--- config.mk ---
export PLATFORM = sky130hd
export DESIGN_NAME = bsr_reader
export DESIGN_NICKNAME = d
export VERILOG_FILES = /design/src/hdl/bsr_pkg.sv /design/src/hdl/bsr_reader.sv
export SDC_FILE = /design/constraint.sdc
export NUM_CORES = 1
export LEC_CHECK = 0
export BUFFER_PORTS_ARGS = -buffer_cell sky130_fd_sc_hd__clkbuf_2
export CORE_ASPECT_RATIO = 1.75
export CORE_MARGIN = 2
export CORE_UTILIZATION = 45
export DETAILED_ROUTE_END_ITERATION = 16
export SYNTH_ARGS = -nofsm -noshare
export SYNTH_HDL_FRONTEND = slang
export SYNTH_SLANG_ARGS = --single-unit
--- constraint.sdc ---
create_clock -name CLK_SYS_IN -period 3.6 [get_ports CLK_SYS_IN]
set_input_delay 0.54 -clock CLK_SYS_IN [delete_from_list [all_inputs] [get_ports CLK_SYS_IN]]
set_output_delay 0.54 -clock CLK_SYS_IN [all_outputs]
set_load 0.05 [all_outputs]
--- src/hdl/bsr_pkg.sv ---
// Constants, field layouts and carrier types of the board status reader.
// Assumes a single system clock of 200 MHz shared with the user logic.
package bsr_pkg;

  // ********************************************************************
  // Timing
  // ********************************************************************
  localparam int CLK_PERIOD_PS    = 5000;
  localparam int SCLK_HALF_NS     = 100;
  localparam int SCLK_HALF_CYCLES =
    ((SCLK_HALF_NS * 1000 + CLK_PERIOD_PS - 1) / CLK_PERIOD_PS < 1) ? 1 :
    (SCLK_HALF_NS * 1000 + CLK_PERIOD_PS - 1) / CLK_PERIOD_PS;
  localparam int POLL_GAP_US      = 1000;
  localparam int POLL_GAP_CYCLES  = POLL_GAP_US * (1000000 / CLK_PERIOD_PS);

  // ********************************************************************
  // Frame layout
  // ********************************************************************
  localparam int          WORD_BITS       = 16;
  localparam int          FRAME_WORDS     = 17;
  localparam int          FIFO_DEPTH      = 32;
  localparam logic [15:0] PIN_KEEP_MASK   = 16'h00AF;
  localparam logic [15:0] STATUS_WORD_RST = 16'h0000;

  typedef struct packed {
    logic [7:0] reserved_hi;
    logic       fan_alert_low;
    logic       reserved_6;
    logic       shutdown_low;
    logic       reserved_4;
    logic       flash_page_indication;
    logic       configuration_success;
    logic       configuration_failure_low;
    logic       configuration_in_progress_low;
  } bsr_pin_status_t;

  // Word 0 of the frame sits in the most significant position.
  typedef struct packed {
    logic [15:0]     board_version;
    logic [15:0]     controller_firmware_revision;
    logic [15:0]     input_supply_millivolts;
    logic [15:0]     input_supply_milliamps;
    logic [15:0]     core_millivolts;
    logic [15:0]     core_milliamps;
    logic [15:0]     core2_millivolts;
    logic [15:0]     core2_milliamps;
    logic [15:0]     fan1_rpm;
    logic [15:0]     fan2_rpm;
    logic [15:0]     board_celsius;
    logic [15:0]     board2_celsius;
    logic [15:0]     die_celsius;
    logic [15:0]     secure_manager_celsius;
    logic [15:0]     transceiver_a_celsius;
    logic [15:0]     transceiver_b_celsius;
    bsr_pin_status_t pin_status;
  } bsr_board_status_t;

  typedef struct packed {
    logic sclk;
    logic select_low;
    logic mosi;
  } bsr_spi_out_t;

  typedef enum logic [2:0] {
    ST_IDLE   = 3'b000,
    ST_SETUP  = 3'b001,
    ST_SHIFT  = 3'b011,
    ST_PUSH   = 3'b010,
    ST_COMMIT = 3'b110
  } bsr_state_t;

endpackage

--- src/hdl/bsr_reader.sv ---
// Board status reader: an SPI master that polls the system controller and
// presents the returned frame as parallel status words.
// Assumes MISO comes from another chip and needs synchronising.
`timescale 1ns/1ps

// ********************************************************************
// Word FIFO between the serial receiver and the frame assembler
// ********************************************************************
module bsr_fifo #(
  parameter int WIDTH = 16,
  parameter int DEPTH = 32
) (
  input  wire logic             clk_in,
  input  wire logic             rst_in,
  input  wire logic             in_valid_in,
  output logic                  in_ready_out,
  input  wire logic [WIDTH-1:0] in_data_in,
  output logic                  out_valid_out,
  input  wire logic             out_ready_in,
  output logic [WIDTH-1:0]      out_data_out
);
  localparam int AW = (DEPTH > 1) ? $clog2(DEPTH) : 1;
  logic [WIDTH-1:0] mem [DEPTH];
  logic [AW-1:0]    wr_ptr_reg, wr_ptr_next, rd_ptr_reg, rd_ptr_next;
  logic [AW:0]      count_reg, count_next;
  logic             push, pop;
  if (DEPTH < 2 || (DEPTH & (DEPTH - 1)) != 0) begin : g_depth_check
    $error("FIFO depth must be a power of two of at least 2.");
  end

  assign in_ready_out  = (count_reg != (AW+1)'(DEPTH));
  assign out_valid_out = (count_reg != '0);
  assign out_data_out  = mem[rd_ptr_reg];
  assign push          = in_valid_in && in_ready_out;
  assign pop           = out_valid_out && out_ready_in;

  always_comb begin
    wr_ptr_next = push ? wr_ptr_reg + AW'(1) : wr_ptr_reg;
    rd_ptr_next = pop ? rd_ptr_reg + AW'(1) : rd_ptr_reg;
    count_next  = count_reg + (AW+1)'(push) - (AW+1)'(pop);
  end

  always_ff @(posedge clk_in) begin
    if (rst_in) begin
      wr_ptr_reg <= '0;
      rd_ptr_reg <= '0;
      count_reg  <= '0;
    end else begin
      wr_ptr_reg <= wr_ptr_next;
      rd_ptr_reg <= rd_ptr_next;
      count_reg  <= count_next;
    end
  end

  always_ff @(posedge clk_in) begin
    if (push) begin
      mem[wr_ptr_reg] <= in_data_in;
    end
  end
endmodule

module bsr_reader #(
  parameter int POLL_GAP = bsr_pkg::POLL_GAP_CYCLES
) (
  input  wire logic                       CLK_SYS_IN,
  input  wire logic                       RST_IN,
  input  wire logic                       SPI_MISO_IN,
  output bsr_pkg::bsr_spi_out_t           SPI_OUT,
  output bsr_pkg::bsr_board_status_t      STATUS_OUT,
  output logic                            STATUS_UPDATED_OUT
);
  import bsr_pkg::*;

  // ********************************************************************
  // State
  // ********************************************************************
  bsr_state_t        state_reg, state_next;
  logic [15:0]       div_reg, div_next;
  logic [31:0]       gap_reg, gap_next;
  logic [4:0]        bit_reg, bit_next;
  logic [4:0]        word_reg, word_next;
  logic [15:0]       shift_reg, shift_next;
  bsr_spi_out_t      spi_reg, spi_next;
  logic              valid_reg, valid_next;
  bsr_board_status_t status_reg, status_next;
  logic [4:0]        fill_reg, fill_next;
  logic [15:0]       stage_reg [FRAME_WORDS];
  logic              miso_meta_reg, miso_sync_reg;
  logic              tick, fifo_in_ready, fifo_out_valid, drain_ready;
  logic [15:0]       fifo_out_data;
  logic [FRAME_WORDS*16-1:0] stage_flat;

  if (POLL_GAP < 1 || FRAME_WORDS > 31 || FRAME_WORDS > FIFO_DEPTH) begin : g_check
    $error("Poll gap or frame length out of range.");
  end

  // The first stage only feeds the second; metastability stays there.
  always_ff @(posedge CLK_SYS_IN) begin
    if (RST_IN) begin
      miso_meta_reg <= 1'b0;
      miso_sync_reg <= 1'b0;
    end else begin
      miso_meta_reg <= SPI_MISO_IN;
      miso_sync_reg <= miso_meta_reg;
    end
  end

  // Half-period enable derived from the system clock.
  assign tick = (div_reg == 16'h0000);

  // ********************************************************************
  // Sequencer
  // ********************************************************************
  always_comb begin
    state_next  = state_reg;
    div_next    = tick ? 16'(SCLK_HALF_CYCLES - 1) : div_reg - 16'h0001;
    gap_next    = gap_reg;
    bit_next    = bit_reg;
    word_next   = word_reg;
    shift_next  = shift_reg;
    spi_next    = spi_reg;
    valid_next  = valid_reg;
    status_next = status_reg;
    fill_next   = (fifo_out_valid && drain_ready) ? fill_reg + 5'h01 : fill_reg;
    case (state_reg)
      ST_IDLE: begin
        if (gap_reg == 32'h0000_0000) begin
          valid_next          = 1'b0;
          spi_next.select_low = 1'b0;
          shift_next          = 16'h0000;
          spi_next.mosi       = 1'b0;
          word_next           = 5'h00;
          div_next            = 16'(SCLK_HALF_CYCLES - 1);
          state_next          = ST_SETUP;
        end else begin
          gap_next = gap_reg - 32'h0000_0001;
        end
      end
      ST_SETUP: begin
        if (tick) begin
          state_next = ST_SHIFT;
        end
      end
      ST_SHIFT: begin
        if (tick) begin
          if (!spi_reg.sclk) begin
            spi_next.sclk = 1'b1;
            shift_next    = {shift_reg[14:0], miso_sync_reg};
          end else begin
            spi_next.sclk = 1'b0;
            bit_next      = bit_reg + 5'h01;
            if (bit_reg == 5'h0F) begin
              state_next = ST_PUSH;
            end else begin
              spi_next.mosi = shift_reg[15];
            end
          end
        end
      end
      ST_PUSH: begin
        // A full FIFO holds the link here with SCLK parked low.
        if (fifo_in_ready) begin
          bit_next = 5'h00;
          if (word_reg == 5'(FRAME_WORDS - 1)) begin
            spi_next.select_low = 1'b1;
            state_next          = ST_COMMIT;
          end else begin
            word_next     = word_reg + 5'h01;
            shift_next    = {11'h000, word_reg + 5'h01};
            spi_next.mosi = 1'b0;
            div_next      = 16'(SCLK_HALF_CYCLES - 1);
            state_next    = ST_SHIFT;
          end
        end
      end
      ST_COMMIT: begin
        if (!fifo_out_valid && fill_reg == 5'(FRAME_WORDS)) begin
          status_next = bsr_board_status_t'(stage_flat);
          status_next.pin_status = bsr_pin_status_t'(stage_reg[FRAME_WORDS-1]
                                   & PIN_KEEP_MASK);
          valid_next  = 1'b1;
          fill_next   = 5'h00;
          gap_next    = 32'(POLL_GAP - 1);
          state_next  = ST_IDLE;
        end
      end
      default: begin
        state_next = ST_IDLE;
      end
    endcase
  end

  always_ff @(posedge CLK_SYS_IN) begin
    if (RST_IN) begin
      state_reg  <= ST_IDLE;
      div_reg    <= 16'h0000;
      gap_reg    <= 32'h0000_0000;
      bit_reg    <= 5'h00;
      word_reg   <= 5'h00;
      shift_reg  <= 16'h0000;
      spi_reg    <= '{sclk: 1'b0, select_low: 1'b1, mosi: 1'b0};
      valid_reg  <= 1'b0;
      status_reg <= {FRAME_WORDS{STATUS_WORD_RST}};
      fill_reg   <= 5'h00;
    end else begin
      state_reg  <= state_next;
      div_reg    <= div_next;
      gap_reg    <= gap_next;
      bit_reg    <= bit_next;
      word_reg   <= word_next;
      shift_reg  <= shift_next;
      spi_reg    <= spi_next;
      valid_reg  <= valid_next;
      status_reg <= status_next;
      fill_reg   <= fill_next;
    end
  end

  // ********************************************************************
  // Word buffer and frame assembly
  // ********************************************************************
  bsr_fifo #(
    .WIDTH (WORD_BITS),
    .DEPTH (FIFO_DEPTH)
  ) u_fifo (
    .clk_in        (CLK_SYS_IN),
    .rst_in        (RST_IN),
    .in_valid_in   (state_reg == ST_PUSH),
    .in_ready_out  (fifo_in_ready),
    .in_data_in    (shift_reg),
    .out_valid_out (fifo_out_valid),
    .out_ready_in  (drain_ready),
    .out_data_out  (fifo_out_data)
  );

  // Words beyond a frame wait in the FIFO until the frame is committed.
  assign drain_ready = (fill_reg < 5'(FRAME_WORDS));

  always_ff @(posedge CLK_SYS_IN) begin
    if (fifo_out_valid && drain_ready) begin
      stage_reg[fill_reg] <= fifo_out_data;
    end
  end

  for (genvar i = 0; i < FRAME_WORDS; i++) begin : g_flat
    assign stage_flat[(FRAME_WORDS-1-i)*16 +: 16] = stage_reg[i];
  end

  assign SPI_OUT            = spi_reg;
  assign STATUS_OUT         = status_reg;
  assign STATUS_UPDATED_OUT = valid_reg;

  // ********************************************************************
  // Checks
  // ********************************************************************
  a_reset_idle: assert property (@(posedge CLK_SYS_IN)
    $past(RST_IN) && !RST_IN |-> !valid_reg && spi_reg.select_low && !spi_reg.sclk)
    else $error("Reset did not return the reader to idle.");
  a_auto_start: assert property (@(posedge CLK_SYS_IN) disable iff (RST_IN)
    state_reg == ST_IDLE && gap_reg == 32'h0000_0000 |=> !spi_reg.select_low)
    else $error("Poll did not start when the gap expired.");
  a_valid_cause: assert property (@(posedge CLK_SYS_IN) disable iff (RST_IN)
    $rose(valid_reg) |-> $past(state_reg) == ST_COMMIT && $past(fill_reg) == 5'(FRAME_WORDS))
    else $error("Updated flag rose without a complete frame.");
  a_mosi_steady: assert property (@(posedge CLK_SYS_IN) disable iff (RST_IN)
    spi_reg.sclk && $past(spi_reg.sclk) |-> $stable(spi_reg.mosi))
    else $error("MOSI changed while SCLK was high.");
  a_select_scope: assert property (@(posedge CLK_SYS_IN) disable iff (RST_IN)
    spi_reg.select_low |-> !spi_reg.sclk && state_reg inside {ST_IDLE, ST_SETUP, ST_COMMIT})
    else $error("SCLK toggled or transfer ran outside select.");
  a_pin_reserved: assert property (@(posedge CLK_SYS_IN) disable iff (RST_IN)
    (status_reg.pin_status & ~PIN_KEEP_MASK) == 16'h0000)
    else $error("Reserved pin status bits not zero.");
  a_flag_drop: assert property (@(posedge CLK_SYS_IN) disable iff (RST_IN)
    $fell(spi_reg.select_low) |-> !valid_reg ##1 !valid_reg)
    else $error("Updated flag still high during a poll.");
  a_status_once: assert property (@(posedge CLK_SYS_IN) disable iff (RST_IN)
    !$past(RST_IN) && !$stable(status_reg) |-> $rose(valid_reg) && $past(state_reg) == ST_COMMIT)
    else $error("Status changed outside the frame commit.");
  a_push_stall: assert property (@(posedge CLK_SYS_IN) disable iff (RST_IN)
    state_reg == ST_PUSH |=> !spi_reg.sclk && ((state_reg == ST_PUSH) != $past(fifo_in_ready)))
    else $error("Word push did not follow FIFO space.");
endmodule
## After elaboration in Yosys (flattened, before gate mapping)

Memory sizes are Yosys's and may differ from the RTL's. A register that Yosys moved wholly into a read port is not among the register bits.
Cells that the tools add are included.

| operators by class | value |
|---|---|
| multiplexer cells | 53 |
| equality and inequality tests | 20 |
| magnitude comparators | 1 |
| reduce and logical (&&, ||, !) cells | 22 |
| add/sub/neg operators | 9 |

Operator list:

| kind | number |
|---|---|
| 16-bit 2-to-1 mux | 9 |
| 32-bit 2-to-1 mux | 2 |
| 32-bit one-hot mux with 2 select lines | 1 |
| 5-bit 2-to-1 mux | 11 |
| 16-bit one-hot mux with 3 select lines | 1 |
| 32-bit logical NOT | 1 |
| 16-bit one-hot mux with 2 select lines | 1 |
| 32-bit by 1-bit subtractor with 32-bit output, second input constant | 1 |
| 5-bit by 1-bit adder with 5-bit output, second input constant | 5 |
| 3-bit 2-to-1 mux | 8 |
| 2-bit inequality test, second input constant | 12 |
| 5-bit one-hot mux with 2 select lines | 2 |
| 16-bit logical NOT | 1 |
| 16-bit by 1-bit subtractor with 16-bit output, second input constant | 1 |
| 3-bit one-hot mux with 5 select lines | 1 |
| 7-bit AND reduction | 2 |
| 1-bit 2-to-1 mux | 12 |
| 4-bit AND reduction | 3 |
| 5-bit equality test, second input constant | 2 |
| 6-bit by 1-bit adder with 6-bit output | 1 |
| 3-bit by 2-bit equality test with 1-bit output, second input constant | 2 |
| 6-bit inequality test, second input constant | 1 |
| 3-bit AND reduction | 2 |
| 6-bit AND reduction | 1 |
| 15 further kinds | 22 |

| storage, ports and cells | value |
|---|---|
| flip-flop bits (word level) | 104 |
| memory bits (writable) | 784 |
| output and inout bits | 276 |
| input bits | 3 |
| word-level logic and storage cells | 123 |
| memories | 2 |

Memories:

| memory | words | bits a word | rd ports | clocked after memory_dff | write ports | line | RTL |
|---|---|---|---|---|---|---|---|
| u_fifo.mem | 32 | 16 | 1 | 1 | 1 | bsr_reader.sv:23 | `logic [WIDTH-1:0] mem [DEPTH];` |
| stage_reg | 17 | 16 | 17 | 17 | 1 | bsr_reader.sv:87 | `logic [15:0] stage_reg [FRAME_WORDS];` |

## Longest topological paths before layout

Gate-level depths: netlist (run 1).

| depth | value |
|---|---|
| depth in word-level cells | 5 |
| depth in mapped cells | 16 |
| depth with buffers taken out | 15 |

## Hierarchy

A second synthesis (run 1) with hierarchy kept.

| unflattened totals | value |
|---|---|
| cells, all modules | 3,020 |
| area total of the unflattened synthesis | 42,176.7 um2 |

By module, submodules not included:

| module | cells each | area each (um2) | instances | seq. area each (um2) |
|---|---|---|---|---|
| bsr_reader | 1,950 | 21,464.3 | 1 | 14,874.3 |
| bsr_fifo | 1,070 | 20,712.4 | 1 | 15,795.1 |

## Worst setup path after synthesis (run 1)

OpenSTA, ideal clock, no wires.

| timing path | value |
|---|---|
| path kind | register to register |
| start point | reg with a tool-made name |
| end point | mem stage_reg[0][0], data pin |
| data arrival time | 2,718 ps |
| stages on the path, launching flop included | 6 |
| period minus slack after synthesis | 3,004 ps |
| path buffers | 2 |
| setup time | 287 ps |
| setup slack | 596 ps |
| required time | 3,313 ps |
| path through | dfxtp_1 -> clkbuf_1 -> buf_1 -> mux4_2 -> mux4_2 -> mux2_2 |

RTL lines:

| what | line |
|---|---|
| end: declaration | bsr_reader.sv:87 |

## Worst setup path in the final report (run 1)

| timing path | value |
|---|---|
| start point | reg gap_reg[4] |
| end point | reg shift_reg[2] |

| between the ends | value |
|---|---|
| longest elaborated chain between the ends | 3 |

Ends and longest elaborated chain:

| what | line | RTL |
|---|---|---|
| start: declaration | bsr_reader.sv:79 | `logic [31:0] gap_reg, gap_next;` |
| start signal: assignment | bsr_reader.sv:208 | `gap_reg <= gap_next;` |
| 32-bit logical NOT | bsr_reader.sv:127 | `if (gap_reg == 32'h0000_0000) begin` |
| 2-bit inequality test (no source line) | -- |  |
| 6-bit AND reduction (no source line) | -- |  |
| end signal: assignment | bsr_reader.sv:211 | `shift_reg <= shift_next;` |
| end: declaration | bsr_reader.sv:82 | `logic [15:0] shift_reg, shift_next;` |

No other way between the ends.
A chain may end at the register's enable or synchronous reset.

==> metrics, run 1 <==
# rows 147; final worst slack around 0.46 ns; WS Path Type reg -> reg; remaining antenna violation count 0; minimum clock period about 3.1 ns; Congestion Overflow GR 0; status finished, final reports clean; Inserted Clock Buffers between 90 and 100; total chip power 32.7 mW; CTS Sinks 1145; Yosys cell types 60; startpoint class of the critical path flip-flop; Port Buf Inserts 268; Setup Skew slightly below 0.02 ns; dpl hpwl roughly 66 mm; routed length per instance 23.4 µm; Placed Area 44600 µm²; DP Cell Count about 4200; final core occ a little over half; Final #Nets 3139; Residual DRC 0; Post-Layout Inst Area roughly 48000 µm²; Max-slew headroom between 15 and 20%; vias in the first global route between 20000 and 25000; largest net degree at the start of global routing 200; Setup TNS 0 ns; Worst Path Arrival about 3.7 ns; EDFF count, synth a little under 800; H-Tree Depth 3; register area roughly 30000 µm²; worst hold path type in -> reg; fillers 7568; CP Max Fanout 14; layout cell share with drive strength beyond 1 between 20% and 30%; endpoints failing hold 0; Die Area 94900 µm²; max FFs per register between 500 and 600; Total GRT Usage a little over a fifth; ys flop type edfxtp_1; power per cell area around 700 nW/µm²; fin cells 4383; postcts setup bufs 0; Avg Cell Area, Syn between 10 and 15 µm²; final WL just over 100 mm; worst-skew pair later-pin latency 0.70 ns; final number of setup-violating endpoints 0; CTS tree done; Mapped Area 41600 µm²; Layout area overhead 15.2%; Core Area around 92000 µm²; Worst Path Required around 4.2 ns; Yosys warning count 0; final worst-path cycle share slightly below 90%; Root Driver clkbuf_16; DR iter-0 viols 1992; post-synthesis sequential area ratio 73.8%; Die Ht 406 µm; FF-to-FF setup slack between 0.4 and 0.5 ns; via count around 24000; initial antenna violation count 1; Leakage roughly 16 nW; Ports ~280; Worst Max-Slew Pin Slew 1.22 ns; endpoint type of the worst setup path flip-flop; area of the multi-input gates between 10000 and 15000 µm²; RSZ-0062 raised after global routing no; Die W ~230 µm; maximum vdd ir drop around 0.00055 V; hold buffers post-CTS 0; Initial Utilization between 40% and 50%; Seq cells post-synth about 1100; DRT Pass-1 Iters 7; DP Worst Slack about 0.53 ns; Max-cap violations 0; hold_ws roughly 0.07 ns; Longest Clk Path Bufs 3; Inserted Diodes 0; drt via density about 5.4; max frequency approximately 0.32 GHz; clock transition at the registers of the reported paths roughly 0.070 ns; post-CTS resize count 0; asr flop ratio synth 0%; post-synthesis cell count around 2800; first-pass GRT wire length 152 mm; Final Slew Violations 0; gpl congestion between 0.8 and 0.9
-- final cells by class --
cell class                 instances  area share, %
inverter                          24          0.188
clock buffer                     133           5.81
tap                             1192           3.11
multi-input combinational       1484           21.3
timing repair buffer             357           4.50
clock inverter                    48           1.07
sequential                      1145           64.0
-- layout by cell type, fill, tap and decap left out, types with 17 or more instances in the layout --
cell type    n
edfxtp_1   774
nand2_1    576
dfxtp_1    368
a21oi_1    304
clkbuf_2   267
mux4_2     160
nor2_1     138
clkbuf_16  104
buf_4       78
xor2_1      31
ha_1        25
inv_1       24
nand3_1     24
xnor2_1     22
clkbuf_1    22
clkinv_2    17
-- per-layer routing --
metal,up-vias,global-route usage (%),part of all wire [%]
met4,0,6.42,2.5
met1,12085,26.2,39
met2,780,39.7,53
met3,148,3.17,5.5
met5,-,0,0
li1,10862,-,-
-- kinds of logic (layout without fill, tap and decap cells) --
group	Yosys count	after routing	share of synthesized area, %
flops	1145	1145	73.8
simple gates	855	855	8.64
compound gates	359	359	4.65
buf+inv	187	562	1.81
mux	181	181	9.22
xor+xnor	53	53	1.12
fa+ha+maj	26	26	0.800
other cells	1	10	0.00902
-- worst paths after layout --
path / start / cells past startpoint / to
max: gap_reg[4]$_SDFFE_PP0P_ / 6 / shift_reg[2]$_SDFFE_PP0P_
min: SPI_MISO_IN / 2 / miso_meta_reg$_SDFF_PP0_
max reg2reg: gap_reg[4]$_SDFFE_PP0P_ / 6 / shift_reg[2]$_SDFFE_PP0P_
min reg2reg: miso_meta_reg$_SDFF_PP0_ / 1 / miso_sync_reg$_SDFF_PP0_
-- cell usage after synthesis (all sizes together), types with 4 or more instances --
master	instances	area share [%]
o21a	5	0.090
nor2b	4	0.060
edfxtp	774	56
xor2	31	0.65
or4	8	0.16
nand4	16	0.24
mux2i	5	0.12
nor4	16	0.24
ha	25	0.75
mux2	16	0.43
o21ai	11	0.13
nand3b	7	0.13
nand3	24	0.29
nand2b	5	0.075
nor3b	5	0.090
nor3	18	0.23
inv	24	0.22
a21oi	304	3.7
o211ai	5	0.090
a211oi	8	0.14
or3b	5	0.11
or3	13	0.21
xnor2	22	0.46
dfxtp	371	18
buf	32	0.42
and2	4	0.060
nor2	139	1.3
mux4	160	8.7
clkbuf	131	1.2
nand2	576	5.2
-- power by group --
part | switching, mW | internal (mW) | leakage [nW] | total (mW)
Sequential | 0.510 | 15.2 | 10.1 | 15.8
Clock | 4.78 | 5.98 | 1.61 | 10.8
Combinational | 3.64 | 2.58 | 4.38 | 6.22
-- critical path, stage by stage, from the launching register on --
cell and delay (ns):
dfxtp_1 0.35, or4_4 0.58, or3_1 0.49, nor4_1 0.59
o211ai_1 0.52, a221oi_1 0.41, nor3_1 0.07
Power figures use the tool's default switching activity.
==> run 2: changes to the inputs <==
CELL_PAD_IN_SITES_DETAIL_PLACEMENT = 1   (was default)
CELL_PAD_IN_SITES_GLOBAL_PLACEMENT = 1   (was default)
PLACE_DENSITY_LB_ADDON = 0.1   (was default)
==> metrics, run 2 (synthesis results as in run 1) <==
status finished, final reports clean; final WL approximately 110 mm; worst-skew pair later-pin latency 0.69 ns; DRT Pass-1 Iters 5; Total GRT Usage about a quarter; largest net degree at the start of global routing about 170; fillers ~9000; drt via density ~5.5; Residual DRC 0; Setup TNS 0 ns; worst hold path type in -> reg; Die Ht around 410 µm; CTS tree done; register area 30700 µm²; Final Slew Violations 0; postcts setup bufs 0; initial antenna violation count 1; fin cells 4384; vias in the first global route 25412; Leakage 16.1 nW; Setup Skew around 0.024 ns; H-Tree Depth 3; final number of setup-violating endpoints 0; remaining antenna violation count 0; power per cell area 690 nW/µm²; Ports 279; WS Path Type reg -> reg; FF-to-FF setup slack 0.56 ns; Initial Utilization 45.4%; most frequent cells in the layout 774 x edfxtp_1, 576 x nand2_1, 368 x dfxtp_1; Congestion Overflow GR 0; startpoint class of the critical path flip-flop; CP endpoint shift_reg[2]$_SDFFE_PP0P_; max FFs per register 512; # rows around 150; Layout area overhead 15.5%; Inserted Clock Buffers 99; worst-path cell chain or4_4 > or3_1 > nor4_1 > o211ai_1 > a221oi_1 > nor3_1; CP Max Fanout 14; leading cell type in the layout, fill and taps excluded edfxtp_1; Port Buf Inserts around 270; Die W 234 µm; Inserted Diodes 0; final worst-path cycle share between 80% and 90%; endpoint type of the worst setup path flip-flop; layout cell share with drive strength beyond 1 around 22%; Final #Nets 3136; hold buffers post-CTS 0; RSZ-0062 raised after global routing no; gpl congestion between 0.8 and 0.9; dpl hpwl about 73 mm; routed length per instance approximately 25 µm; min-delay src SPI_MISO_IN; Max-slew headroom roughly 11%; area of the multi-input gates roughly 10000 µm²; Longest Clk Path Bufs 3; max frequency ~0.33 GHz; CTS Sinks 1145; RR Endpoint shift_reg[2]$_SDFFE_PP0P_; Root Driver clkbuf_16; Worst Path Required between 4 and 5 ns; endpoints failing hold 0; r2r worst-path depth 6; Max-cap violations 0; via count around 24000; first-pass GRT wire length 162 mm; Post-Layout Inst Area 48000 µm²; maximum vdd ir drop between 0.0004 and 0.0005 V; Max stage delay cell, worst path or4_4; Worst Path Arrival 3.57 ns; DR iter-0 viols around 1300; Placed Area between 40000 and 50000 µm²; post-CTS resize count 0; max incr delay on CP between 0.5 and 0.6 ns; Worst Max-Slew Pin Slew around 1.3 ns; Die Area ~95000 µm²; minimum clock period around 3.0 ns; crit path launch gap_reg[4]$_SDFFE_PP0P_; r2r startpoint gap_reg[4]$_SDFFE_PP0P_; Core Area slightly above 90000 µm²; DP Cell Count about 4200; clock transition at the registers of the reported paths about 0.07 ns
[run 2: changes by cell type in the layout (fill, tap and decap cells not counted), sizes merged]
cell / previous run / this run
clkinv: 31 / 26
buf: 90 / 86
bufinv: 7 / 11
clkbuf: 400 / 404
clkinvlp: 3 / 6
inv: 31 / 30
[run 2: worst min-delay path by stage]
stage                                          end  slack (ns)  depth (start not counted)
final                     miso_meta_reg$_SDFF_PP0_        0.11                          2
after global routing      miso_meta_reg$_SDFF_PP0_        0.11                          2
after floorplan           miso_sync_reg$_SDFF_PP0_        0.41                          1
after CTS                 miso_meta_reg$_SDFF_PP0_        0.08                          2
after global placement    miso_sync_reg$_SDFF_PP0_        0.43                          1
after detailed placement  miso_sync_reg$_SDFF_PP0_        0.45                          1
[run 2: critical path: cells and delay by family, from the launching register on]
kind               cells  cell delay, ns
and+or+nand+nor        4            1.67
DFF                    1            0.35
AOI/OAI and AO/OA      2            0.86
[run 2: area by class of cell]
cell class                 count  share of cell area (%)
timing repair buffer         353                    4.56
clock buffer                 137                    5.80
sequential                  1145                    63.9
tap                         1192                    3.11
clock inverter                49                    1.20
inverter                      24                   0.188
multi-input combinational   1484                    21.2
[run 2: through the flow]
stage	worst slack [ns]	power, mW	util [%]	hold slack [ns]
finish	0.561	33.1	52.4	0.112
floorplan	0.596	20.3	-	0.414
detailed placement	0.604	22.5	48.7	0.445
global route	0.367	34.5	52.4	0.107
global placement	0.660	22.3	48.7	0.434
CTS	0.577	33.6	52.4	0.0751
[run 2: routing by layer]
metal | GRT usage (%) | vias up | share of wire [%]
li1 | - | 10859 | -
met1 | 27.5 | 12321 | 38
met2 | 43.3 | 657 | 54
met3 | 2.62 | 182 | 4.2
met4 | 8.88 | 0 | 3.2
met5 | 0 | - | 0
[run 2: power breakdown]
part	internal [mW]	total (mW)	switching [mW]	leakage, nW
clock	6.24	11.0	4.78	1.64
sequential	15.3	15.7	0.464	10.1
combinational	2.57	6.41	3.84	4.37
total	24.1	33.1	9.08	16.1
==> run 3: changes to the inputs <==
ABC_AREA = 1   (was default)
CORE_UTILIZATION = 44   (was 45)
clock period = 2.45 ns   (was 3.6 ns; I/O delays follow)
==> metrics, run 3 <==
Root Driver clkbuf_16; Max-cap violations 0; gpl congestion 0.792; final worst-path cycle share 98.6%; largest net degree at the start of global routing between 100 and 150; initial antenna violation count 1; Yosys top cell by area edfxtp_1; minimum clock period roughly 2.4 ns; Initial Utilization between 40% and 50%; Final Slew Violations 0; final WL about 130 mm; asr flop ratio synth 0%; register area between 30000 and 40000 µm²; maximum vdd ir drop roughly 0.00059 V; endpoint type of the worst setup path flip-flop; Die W 239 µm; status finished, final reports clean; Clk pwr share approximately 30%; drt via density roughly 5.4; Longest Clk Path Bufs 3; Seq pwr share 42.4%; CTS Sinks ~1100; worst-skew pair later-pin latency approximately 0.72 ns; ys flop type edfxtp_1; max FFs per register approximately 510; Avg Cell Area, Syn around 12 µm²; EDFF count, synth between 700 and 800; # rows approximately 150; most frequent cells in the layout 1004 x nor2_1, 774 x edfxtp_1, 535 x o21ai_0; Setup TNS 0 ns; via count 29245; Final #Nets around 4000; Worst Max-Slew Pin Slew ~0.64 ns; routed length per instance ~23 µm; Ports 279; Total GRT Usage 25.3%; endpoints failing hold 0; dpl hpwl approximately 82 mm; clock transition at the registers of the reported paths 0.07 ns; Worst Path Arrival between 2 and 3 ns; Port Buf Inserts about 270; H-Tree Depth 3; Die Ht 416 µm; switching part of the total 32.7%; Synth top cells by count 1009 x nor2_1, 774 x edfxtp_1, 537 x o21ai_0; startpoint class of the critical path flip-flop; most common cell in the synthesized netlist nor2_1; first-pass GRT wire length roughly 190 mm; max frequency between 0.4 and 0.5 GHz; Layout area overhead 19.2%; Congestion Overflow GR 0; area of the multi-input gates between 10000 and 15000 µm²; Seq cells post-synth about 1100; final core occ a little over half; Inserted Clock Buffers 103; switching pwr around 18 mW; DR iter-0 viols around 1800; worst hold path type in -> reg; Area contributors post-synth edfxtp_1 55%, dfxtp_1 17%, nor2_1 8.9%; Die Area about 100000 µm²; Gate power share between 20% and 30%; power per cell area 1110 nW/µm²; post-synthesis cell count roughly 3700; vias in the first global route a little over 30000; CTS tree done; Residual DRC 0; RSZ-0062 raised after global routing yes; Yosys warning count 0; post-synthesis sequential area ratio 71.9%; WS Path Type reg -> reg; Internal roughly 38 mW; DRT Pass-1 Iters 5; Core Area 96400 µm²; fillers 10156; final number of setup-violating endpoints 0; Max-slew headroom between 50% and 60%; Setup Skew ~0.046 ns; Leakage about 18 nW; Worst Path Required between 2 and 3 ns; leading cell type in the layout, fill and taps excluded nor2_1; share of the synthesized area in the top cell type 54.5%; remaining antenna violation count 0; CP Max Fanout 21; layout cell share with drive strength beyond 1 17.4%; Mapped Area 42600 µm²; Yosys cell types 45
run 3: changes by cell type after synthesis, sizes merged, moves of 54 or more:
cell and delta:
buf +54, nand3 +96, o21ai +576, a21oi -228, nand2 -401, nor2 +881
mux4 -160, inv +85, o221ai +104
run 3: worst paths after layout:
path,startpoint,end,slack (ns),cells after the start
max,flip-flop,stage_reg[9][7]$_DFFE_PP_,0.03,10
min,RST_IN,SPI_OUT[1]$_SDFFE_PP1P_,0.17,3
max reg2reg,flip-flop,stage_reg[9][7]$_DFFE_PP_,0.03,10
min reg2reg,miso_meta_reg$_SDFF_PP0_,miso_sync_reg$_SDFF_PP0_,0.44,2
run 3: logic make-up (layout without fill, tap and decap cells):
kind of cell | count (synthesis) | in the layout | synth area share, %
AO/OA/AOI/OAI | 797 | 797 | 10.5
other | 1 | 11 | 0.00879
XOR/XNOR | 23 | 23 | 0.472
AND/OR/NAND/NOR | 1372 | 1372 | 13.0
buffers and inverters | 334 | 805 | 3.40
flip-flops | 1145 | 1145 | 71.9
adder cells (fa/ha/maj) | 26 | 26 | 0.780
run 3: area by class of cell:
class                           count  area share, %
Sequential cell                  1145           60.4
Multi-Input combinational cell   2228           21.0
Timing Repair Buffer              499           7.67
Clock buffer                      139           5.83
Tap cell                         1224           3.01
Clock inverter                     56           1.19
Inverter                          111          0.891
Antenna cell                        1        0.00492
run 3: critical path, stage by stage (launching register included):
cell and delay, ns:
dfxtp_4 0.42, clkinv_8 0.11, buf_16 0.18, buf_12 0.17, buf_4 0.16, nor2_1 0.12
o221ai_1 0.18, nand3_1 0.19, nand3_1 0.18, and2_1 0.22, buf_12 0.17
run 3: routing by layer:
metal,share of wire [%],global-route usage (%)
met1,39,29.5
met2,54,47.2
met3,3.6,2.72
met4,3.3,9.44
met5,0,0
run 3: metrics by stage:
stage	power, mW	hold WS (ns)	instances	cell area, µm²	setup WS (ns)
5_1_grt	58.5	0.189	5402	50800	-0.0341
4_1_cts	56.5	0.133	5398	50700	-0.0165
2_1_floorplan	31.9	0.388	3707	42700	0.0117
3_5_place_dp	39.4	0.439	5201	47100	-0.197
6_report	56.2	0.169	5403	50800	0.0337
3_3_place_gp	39.1	0.447	5201	47100	-0.0962
run 3: power by group through the flow:
stage               Combinational, mW  Clock (mW)  Sequential, mW
floorplan                        7.56           0            24.4
global placement                 14.9           0            24.2
detailed placement               15.2           0            24.3
CTS                              15.4        17.3            23.8
global route                     16.7        17.9            23.9
finish                           15.4        17.0            23.8
run 3: what timing repair did:
action	CTS	global route
gates cloned	0	0
buffers inserted	1	4
hold buffers	1	0
endpoints found under the setup margin	29	55
gates resized for setup	15	22
pin swaps	5	12
hold endpoints to repair	1	0
